==> src/rtl/an_regs_pkg.sv <==
package an_regs_pkg;
    localparam logic [4:0]  EXP_STATUS_ADDR = 5'h06;
    localparam logic [4:0]  NP_TX_ADDR      = 5'h07;
    localparam logic [15:0] EXP_STATUS_RST  = 16'h0004;
    localparam logic [15:0] NP_TX_RST       = 16'h2001;
    localparam int EXP_FAULT_BIT   = 4;
    localparam int EXP_LP_NP_BIT   = 3;
    localparam int EXP_LOC_NP_BIT  = 2;
    localparam int EXP_PAGE_BIT    = 1;
    localparam int EXP_LP_AN_BIT   = 0;
    localparam int NP_MORE_BIT     = 15;
    localparam int NP_MSG_BIT      = 13;
    localparam int NP_CAN_COMPLY_FLAG_BIT     = 12;
    localparam int NP_TOGGLE_BIT   = 11;
    localparam int NP_CODE_MSB     = 10;
    localparam logic [15:0] NP_TX_WMASK  = 16'hB7FF;
endpackage : an_regs_pkg

==> src/rtl/autoneg_expansion_nextpage_regs.sv <==
`timescale 1ns/10ps
module autoneg_expansion_nextpage_regs (
    input  wire logic        clock,
    input  wire logic        rst,
    input  wire logic [4:0]  reg_addr,
    input  wire logic        reg_rd,
    input  wire logic        reg_wr,
    input  wire logic [15:0] reg_wdata,
    output logic      [15:0] reg_rdata,
    input  wire logic        override_enable,
    input  wire logic        par_fault_det,
    input  wire logic        page_stored,
    input  wire logic        rx_word_np,
    input  wire logic        flp_valid,
    input  wire logic        np_start,
    input  wire logic        base_bit11,
    input  wire logic        word_sent,
    output logic      [15:0] np_tx_word
);
    import an_regs_pkg::*;

    // ***************************************************
    // decode
    // ***************************************************
    // expansion register state
    logic        fault_q;
    logic        fault_d;
    logic        page_q;
    logic        page_d;
    logic        lp_np_q;
    logic        lp_np_d;
    logic        lp_an_q;
    logic        lp_an_d;
    logic [10:0] cw_q;
    logic [10:0] cw_d;

    // next page transmit register state
    logic [15:0] np_q;
    logic [15:0] np_d;
    logic        tog_q;
    logic        tog_d;
    logic [15:0] np_word_d;

    // read path
    logic [15:0] exp_view;
    logic [15:0] np_view;
    logic [15:0] rdata_d;

    // strobes qualified by address
    wire         exp_sel = (reg_addr == EXP_STATUS_ADDR);
    wire         np_sel  = (reg_addr == NP_TX_ADDR);
    wire         exp_rd  = reg_rd && exp_sel;
    wire         np_rd   = reg_rd && np_sel;
    wire         exp_wr  = reg_wr && exp_sel;
    wire         np_wr   = reg_wr && np_sel;
    wire         exp_cw  = exp_wr && override_enable;

    // ***************************************************
    // expansion register next state
    // ***************************************************
    // a read clears the fault and page flags, but an event in the same cycle wins
    assign fault_d  = par_fault_det | (fault_q & ~exp_rd);
    assign page_d   = page_stored | (page_q & ~exp_rd);
    assign lp_np_d  = page_stored ? rx_word_np : lp_np_q;
    assign lp_an_d  = lp_an_q | flp_valid;
    // override-write bits keep what is written, yet never show on a read
    assign cw_d     = exp_cw ? reg_wdata[15:5] : cw_q;
    assign exp_view = {11'h000, fault_q, lp_np_q, 1'b1, page_q, lp_an_q};

    // ***************************************************
    // next page transmit next state
    // ***************************************************
    // reserved bit 14 and the toggle bit are not writable
    assign np_d      = np_wr ? (reg_wdata & NP_TX_WMASK) : np_q;
    // a new exchange loads the toggle and wins over a sent word in the same cycle; otherwise each sent word flips it
    assign tog_d     = np_start ? ~base_bit11 : (word_sent ? ~tog_q : tog_q);
    assign np_word_d = {np_d[NP_MORE_BIT], 1'b0, np_d[NP_MSG_BIT:NP_CAN_COMPLY_FLAG_BIT], tog_d,
                        np_d[NP_CODE_MSB:0]};
    assign np_view   = {np_q[NP_MORE_BIT], 1'b0, np_q[NP_MSG_BIT:NP_CAN_COMPLY_FLAG_BIT], tog_q,
                        np_q[NP_CODE_MSB:0]};

    // ***************************************************
    // read data select
    // ***************************************************
    // unmapped addresses leave the last read value standing
    assign rdata_d = exp_rd ? exp_view :
                     np_rd  ? np_view  : reg_rdata;

    // ***************************************************
    // registers
    // ***************************************************
    // one short block per register, all with synchronous reset
    always_ff @(posedge clock) begin
        if (rst) begin
            fault_q <= EXP_STATUS_RST[EXP_FAULT_BIT];
        end else begin
            fault_q <= fault_d;
        end
    end

    always_ff @(posedge clock) begin
        if (rst) begin
            page_q <= EXP_STATUS_RST[EXP_PAGE_BIT];
        end else begin
            page_q <= page_d;
        end
    end

    always_ff @(posedge clock) begin
        if (rst) begin
            lp_np_q <= EXP_STATUS_RST[EXP_LP_NP_BIT];
        end else begin
            lp_np_q <= lp_np_d;
        end
    end

    always_ff @(posedge clock) begin
        if (rst) begin
            lp_an_q <= EXP_STATUS_RST[EXP_LP_AN_BIT];
        end else begin
            lp_an_q <= lp_an_d;
        end
    end

    always_ff @(posedge clock) begin
        if (rst) begin
            cw_q <= EXP_STATUS_RST[15:5];
        end else begin
            cw_q <= cw_d;
        end
    end

    always_ff @(posedge clock) begin
        if (rst) begin
            np_q <= NP_TX_RST;
        end else begin
            np_q <= np_d;
        end
    end

    always_ff @(posedge clock) begin
        if (rst) begin
            tog_q <= NP_TX_RST[NP_TOGGLE_BIT];
        end else begin
            tog_q <= tog_d;
        end
    end

    always_ff @(posedge clock) begin
        if (rst) begin
            reg_rdata <= 16'h0000;
        end else begin
            reg_rdata <= rdata_d;
        end
    end

    always_ff @(posedge clock) begin
        if (rst) begin
            np_tx_word <= NP_TX_RST;
        end else begin
            np_tx_word <= np_word_d;
        end
    end

    // ***************************************************
    // assertions: expansion register
    // ***************************************************
    property p_rsv;
        @(posedge clock) disable iff (rst)
            exp_rd |=> reg_rdata[15:5] == 11'h000 && reg_rdata[EXP_LOC_NP_BIT];
    endproperty
    a_rsv: assert property (p_rsv) else $error("expansion read bad");

    property p_fault;
        @(posedge clock) disable iff (rst)
            par_fault_det |=> fault_q;
    endproperty
    a_fault: assert property (p_fault) else $error("fault not latched");

    property p_fhold;
        @(posedge clock) disable iff (rst)
            fault_q && !exp_rd |=> fault_q;
    endproperty
    a_fhold: assert property (p_fhold) else $error("fault dropped");

    property p_fclr;
        @(posedge clock) disable iff (rst)
            exp_rd && !par_fault_det |=> !fault_q;
    endproperty
    a_fclr: assert property (p_fclr) else $error("fault not cleared");

    property p_page;
        @(posedge clock) disable iff (rst)
            page_stored |=> page_q;
    endproperty
    a_page: assert property (p_page) else $error("page not latched");

    property p_pclr;
        @(posedge clock) disable iff (rst)
            exp_rd && !page_stored |=> !page_q;
    endproperty
    a_pclr: assert property (p_pclr) else $error("page not cleared");

    property p_phold;
        @(posedge clock) disable iff (rst)
            page_q && !exp_rd |=> page_q;
    endproperty
    a_phold: assert property (p_phold) else $error("page dropped");

    property p_lpnp;
        @(posedge clock) disable iff (rst)
            page_stored |=> lp_np_q == $past(rx_word_np);
    endproperty
    a_lpnp: assert property (p_lpnp) else $error("partner np wrong");

    property p_an;
        @(posedge clock) disable iff (rst)
            flp_valid |=> lp_an_q;
    endproperty
    a_an: assert property (p_an) else $error("partner an wrong");

    property p_anhold;
        @(posedge clock) disable iff (rst)
            lp_an_q |=> lp_an_q;
    endproperty
    a_anhold: assert property (p_anhold) else $error("partner an dropped");

    // override-write bits: isolated while override is low, taken while high
    property p_cw_block;
        @(posedge clock) disable iff (rst)
            exp_wr && !override_enable |=> $stable(cw_q);
    endproperty
    a_cw_block: assert property (p_cw_block) else $error("override bits changed");

    property p_cw_take;
        @(posedge clock) disable iff (rst)
            exp_cw |=> cw_q == $past(reg_wdata[15:5]);
    endproperty
    a_cw_take: assert property (p_cw_take) else $error("override write lost");

    // ***************************************************
    // assertions: next page transmit
    // ***************************************************
    property p_wr;
        @(posedge clock) disable iff (rst)
            np_wr |=> np_tx_word[NP_CODE_MSB:0] == $past(reg_wdata[NP_CODE_MSB:0]);
    endproperty
    a_wr: assert property (p_wr) else $error("np write lost");

    property p_more;
        @(posedge clock) disable iff (rst)
            np_wr |=> np_tx_word[NP_MORE_BIT] == $past(reg_wdata[NP_MORE_BIT]);
    endproperty
    a_more: assert property (p_more) else $error("more pages bit wrong");

    property p_msg;
        @(posedge clock) disable iff (rst)
            np_wr |=> np_tx_word[NP_MSG_BIT] == $past(reg_wdata[NP_MSG_BIT]);
    endproperty
    a_msg: assert property (p_msg) else $error("message page bit wrong");

    property p_can_comply_flag;
        @(posedge clock) disable iff (rst)
            np_wr |=> np_tx_word[NP_CAN_COMPLY_FLAG_BIT] == $past(reg_wdata[NP_CAN_COMPLY_FLAG_BIT]);
    endproperty
    a_can_comply_flag: assert property (p_can_comply_flag) else $error("can comply bit wrong");

    property p_tog;
        @(posedge clock) disable iff (rst)
            word_sent && !np_start |=> tog_q != $past(tog_q);
    endproperty
    a_tog: assert property (p_tog) else $error("toggle stuck");

    property p_tload;
        @(posedge clock) disable iff (rst)
            np_start |=> np_tx_word[NP_TOGGLE_BIT] == !$past(base_bit11);
    endproperty
    a_tload: assert property (p_tload) else $error("toggle start wrong");

    // the sent word moves only on a write or a toggle event
    property p_nphold;
        @(posedge clock) disable iff (rst)
            !np_wr && !np_start && !word_sent |=> $stable(np_tx_word);
    endproperty
    a_nphold: assert property (p_nphold) else $error("np word moved");

    property p_nprd;
        @(posedge clock) disable iff (rst)
            np_rd |=> reg_rdata == $past(np_tx_word);
    endproperty
    a_nprd: assert property (p_nprd) else $error("np read differs from sent word");

    // ***************************************************
    // covers
    // ***************************************************
    c_page:    cover property (@(posedge clock) page_stored ##1 exp_rd);
    c_tog:     cover property (@(posedge clock) np_start ##1 word_sent);
    c_wr:      cover property (@(posedge clock) np_wr);
    c_persist: cover property (@(posedge clock) par_fault_det && exp_rd);
    c_cw:      cover property (@(posedge clock) exp_cw);
endmodule : autoneg_expansion_nextpage_regs
==> config.mk <==
export PLATFORM = sky130hd
export DESIGN_NAME = autoneg_expansion_nextpage_regs
export DESIGN_NICKNAME = d
export VERILOG_FILES = /design/src/rtl/an_regs_pkg.sv /design/src/rtl/autoneg_expansion_nextpage_regs.sv
export SDC_FILE = /design/constraint.sdc
export NUM_CORES = 1
export LEC_CHECK = 0
export ABC_AREA = 1
export BUFFER_PORTS_ARGS = -buffer_cell sky130_fd_sc_hd__buf_2
export CAP_MARGIN = 20
export CORE_AREA = 3 3 58 60
export DETAILED_ROUTE_END_ITERATION = 6
export DIE_AREA = 0 0 61 63
export GPL_ROUTABILITY_DRIVEN = 0
export HOLD_SLACK_MARGIN = 0.15
export PLACE_DENSITY = 0.89
export RECOVER_POWER = 100
export SYNTH_ARGS = -nofsm -noshare
export SYNTH_HDL_FRONTEND = slang
export SYNTH_SLANG_ARGS = --single-unit
==> constraint.sdc <==
create_clock -name clock -period 2.35 [get_ports clock]
set_input_delay 0.235 -clock clock [delete_from_list [all_inputs] [get_ports clock]]
set_output_delay 0.235 -clock clock [all_outputs]
set_load 0.05 [all_outputs]
==> impl_metrics.py <==
metrics = {
    "run_status": {
        "status": "complete, no violations",
    },
    "power_and_ir_drop": {
        "power_frac_clock_pct": 38.0,
        "p_sw_share_pct": 22.6,
        "p_leak_nw": 0.727,
        "p_seq_share_pct": 52.3,
        "switchingPower_mw": 0.256,
        "cellPowerDensity_nw_per_um2": 648,
        "ir_worst_vdd_mv": 0.334,
        "power_frac_comb_pct": 9.7,
        "p_int_mw": 0.877,
    },
    "setup_path": {
        "cp.arrival_ps": 1700,
        "cp-start-kind": "primary input",
        "reg2reg_slack_ps": 1570,
        "worst-path-stages": 7,
        "required_ps": 2570,
        "r2r_start": "np_q[0]",
        "crit_fanout": 15,
        "cpMostUsedCell": "nor2_1",
        "worstSetupPathType": "in2reg",
        "crit_chain": "buf_2 -> nand3_1 -> nor2_1 -> nand2_1 -> clkinvlp_2 -> nor2_1 -> nor2_1",
        "cp_top_family": "simple AND/OR/NAND/NOR gates",
        "rr_worst_depth": 4,
        "timing.critical_path.slowest_stage_cell": "clkinvlp_2",
        "cp-end-kind": "flip-flop",
        "path_buf_inv": 2,
        "timing.rr.end": "reg_rdata[0]",
        "slowest_delay_ps": 550,
    },
    "global_route": {
        "grtUsageTotal_pct": 18.1,
        "grt_pass1_vias": 1229,
        "grt_max_degree": 18,
        "grt_antenna_before_repair": 0,
        "gr-total-overflow": 0,
        "grt_first_pass_wirelength_um": 5310,
    },
    "placed_design": {
        "dpl.hpwl_um": 2360,
        "io_buffer_count": 59,
        "placed_cell_area_sq_um": 1640,
    },
    "synthesis": {
        "netlist_area_sq_um": 1380,
        "yosys_warnings": 0,
        "postSynthCellCount": 179,
        "synthArstFlopShare_pct": 0,
        "ys_types": 24,
        "synthFlopType": "dfxtp_1",
        "yosysTopAreaCellShare_pct": 49.4,
        "synth.area.top_cells": "dfxtp_1 49%, nand2_1 12%, nor2_1 8.2%, a21oi_1 6.5%, nand3_1 2.9%",
        "ys_ff_latch": 34,
        "ys_top_cells_by_count": "44 x nand2_1, 34 x dfxtp_1, 30 x nor2_1, 18 x a21oi_1",
        "syn_area_per_cell_sq_um": 7.70,
        "synth_top_area_cell": "dfxtp_1",
        "yosysMostFrequentCell": "nand2_1",
        "synth_edf_count": 0,
        "synth-seq-area-share_pct": 49.4,
    },
    "die": {
        "num_rows": 20,
        "boundaryPins": 65,
        "die_w_um": 61,
        "initial_utilization_pct": 46.3,
        "fp.dieArea_sq_um": 3840,
        "die_h_um": 63,
        "core_sq_um": 2980,
    },
    "routing": {
        "drcViolationCount": 0,
        "antenna_left": 0,
        "dr.pass1.iters": 5,
        "routedWlPerCell_um": 11.6,
        "wl_um": 3250,
        "vias": 1308,
        "post_drt_via_cell_ratio": 4.67,
        "drtIter0Drc": 42,
    },
    "timing": {
        "finalCritPeriodShare_pct": 63.3,
        "slew_headroom_pct": 58.7,
        "fmax_ghz": 0.672,
        "drv_slew": 0,
        "skew_ps": 11.5,
        "hold_viol_final": 0,
        "setup-violations-final": 0,
        "min_period_ps": 1490,
        "rsz0062_at_grt": "false",
        "max_slew.worst_pin.slew_ps": 622,
        "tns_ps": 0,
    },
    "clocking": {
        "post_cts_buffers": 0,
        "cts_sinks": 34,
        "cts_max_level": 2,
        "cts_buffers": 5,
        "cts_buffer_depth": 2,
        "insertion_delay_ps": 320,
        "clk_transition_reported_paths_ps": 100,
        "cts_root_buf": "clkbuf_4",
        "cts_tree": "yes",
    },
    "layout": {
        "syn_to_final_growth_pct": 26.9,
        "diodes": 0,
        "drive_above_1_share_pct": 17.8,
        "n_fill_cell": 302,
        "stdcell_area_sq_um": 1750,
        "nets": 280,
    },
    "worst_hold_path": {
        "hold_class": "in2reg",
        "holdPathStages": 3,
        "min_to": "np_q[12]",
        "holdCritStartpoint": "reg_wdata[12]",
    },
    "run": {
        "maxCapViolations": 0,
    },
}
per-stage QoR:
stage	cells	hold slack (ps)	utilization, %	power [mW]	setup WS (ps)
finish	280	156	58.7	1.13	863
global route	280	154	58.7	1.17	649
CTS	280	152	61.1	1.14	1110
detailed placement	263	451	55.0	0.708	1100
global placement	263	440	55.0	0.706	1140
floorplan	180	348	-	0.675	1330
placed cells by master, fill, tap and decap left out:
cell type	n
nand2_1	47
dfxtp_1	34
nor2_1	31
clkbuf_1	31
buf_2	27
a21oi_1	18
dlygate4sd3_1	10
nand3_1	9
o21ai_1	8
o21ai_0	6
inv_1	5
clkbuf_4	5
inv_2	3
nand2_2	2
clkinvlp_2	2
nor2_2	2
conb_1	2
o2111ai_1	1
xor2_1	1
clkbuf_8	1
bufinv_16	1
clkbuf_2	1
final cells by class:
| type | count | area, sq um | area share (%) |
|---|---|---|---|
| clock buffers | 6 | 51.3 | 2.93 |
| clock inverters | 1 | 30.0 | 1.72 |
| inverters | 10 | 40.0 | 2.29 |
| multi-input cells | 127 | 548 | 31.4 |
| flip-flops and latches | 34 | 681 | 38.9 |
| well taps | 33 | 41.3 | 2.36 |
| repair buffers | 69 | 357 | 20.4 |
metal layers:
layer	vias up	track usage [%]	routed length [um]
met5	-	0	0
met4	0	7.59	65
met3	6	3.72	136
met2	32	30.3	1630
met1	570	21.6	1420
li1	700	-	-
flip-flops by register name, summed over array words and instances (netlist names):
name and flops:
np_tx_word 1, reg_rdata 15, page_q 1, np_q 14, lp_an_q 1, lp_np_q 1, fault_q 1
repair_timing:
item / 4_1_cts / 5_1_grt
hold endpoints to repair: 10 / 0
hold buffers: 10 / 0
resized for setup: 0 / 0
cells by family (layout without fill, tap and decap cells):
| logic type | count (synthesis) | after routing | share of synthesized area (%) |
|---|---|---|---|
| DFF | 34 | 34 | 49.4 |
| xor gates and xnor gates | 1 | 1 | 0.636 |
| other | 1 | 2 | 0.272 |
| and+or+nand+nor | 91 | 91 | 28.5 |
| AOI/OAI and AO/OA | 33 | 33 | 12.3 |
| buffers and inverters | 19 | 86 | 8.90 |
power groups by stage:
stage	Clock [mW]	Sequential [mW]	Combinational (mW)
CTS	0.433	0.593	0.114
global placement	0	0.606	0.100
finish	0.430	0.593	0.110
floorplan	0	0.619	0.0555
detailed placement	0	0.606	0.102
global route	0.458	0.595	0.121
how the worst max path moves through the flow:
stage	from	end
6_report	reg_addr[2]	np_q[3]
5_1_grt	reg_addr[1]	np_q[10]
4_1_cts	np_q[6]	np_tx_word[6]
3_5_place_dp	reg_addr[3]	reg_rdata[0]
3_3_place_gp	reg_addr[3]	reg_rdata[4]
2_1_floorplan	reg_addr[3]	reg_rdata[10]
tightest hold or removal path, stage by stage:
cell and delay [ps]:
buf_2 80, o21ai_1 60, nor2_1 80
(Power assumes the default switching activity.)
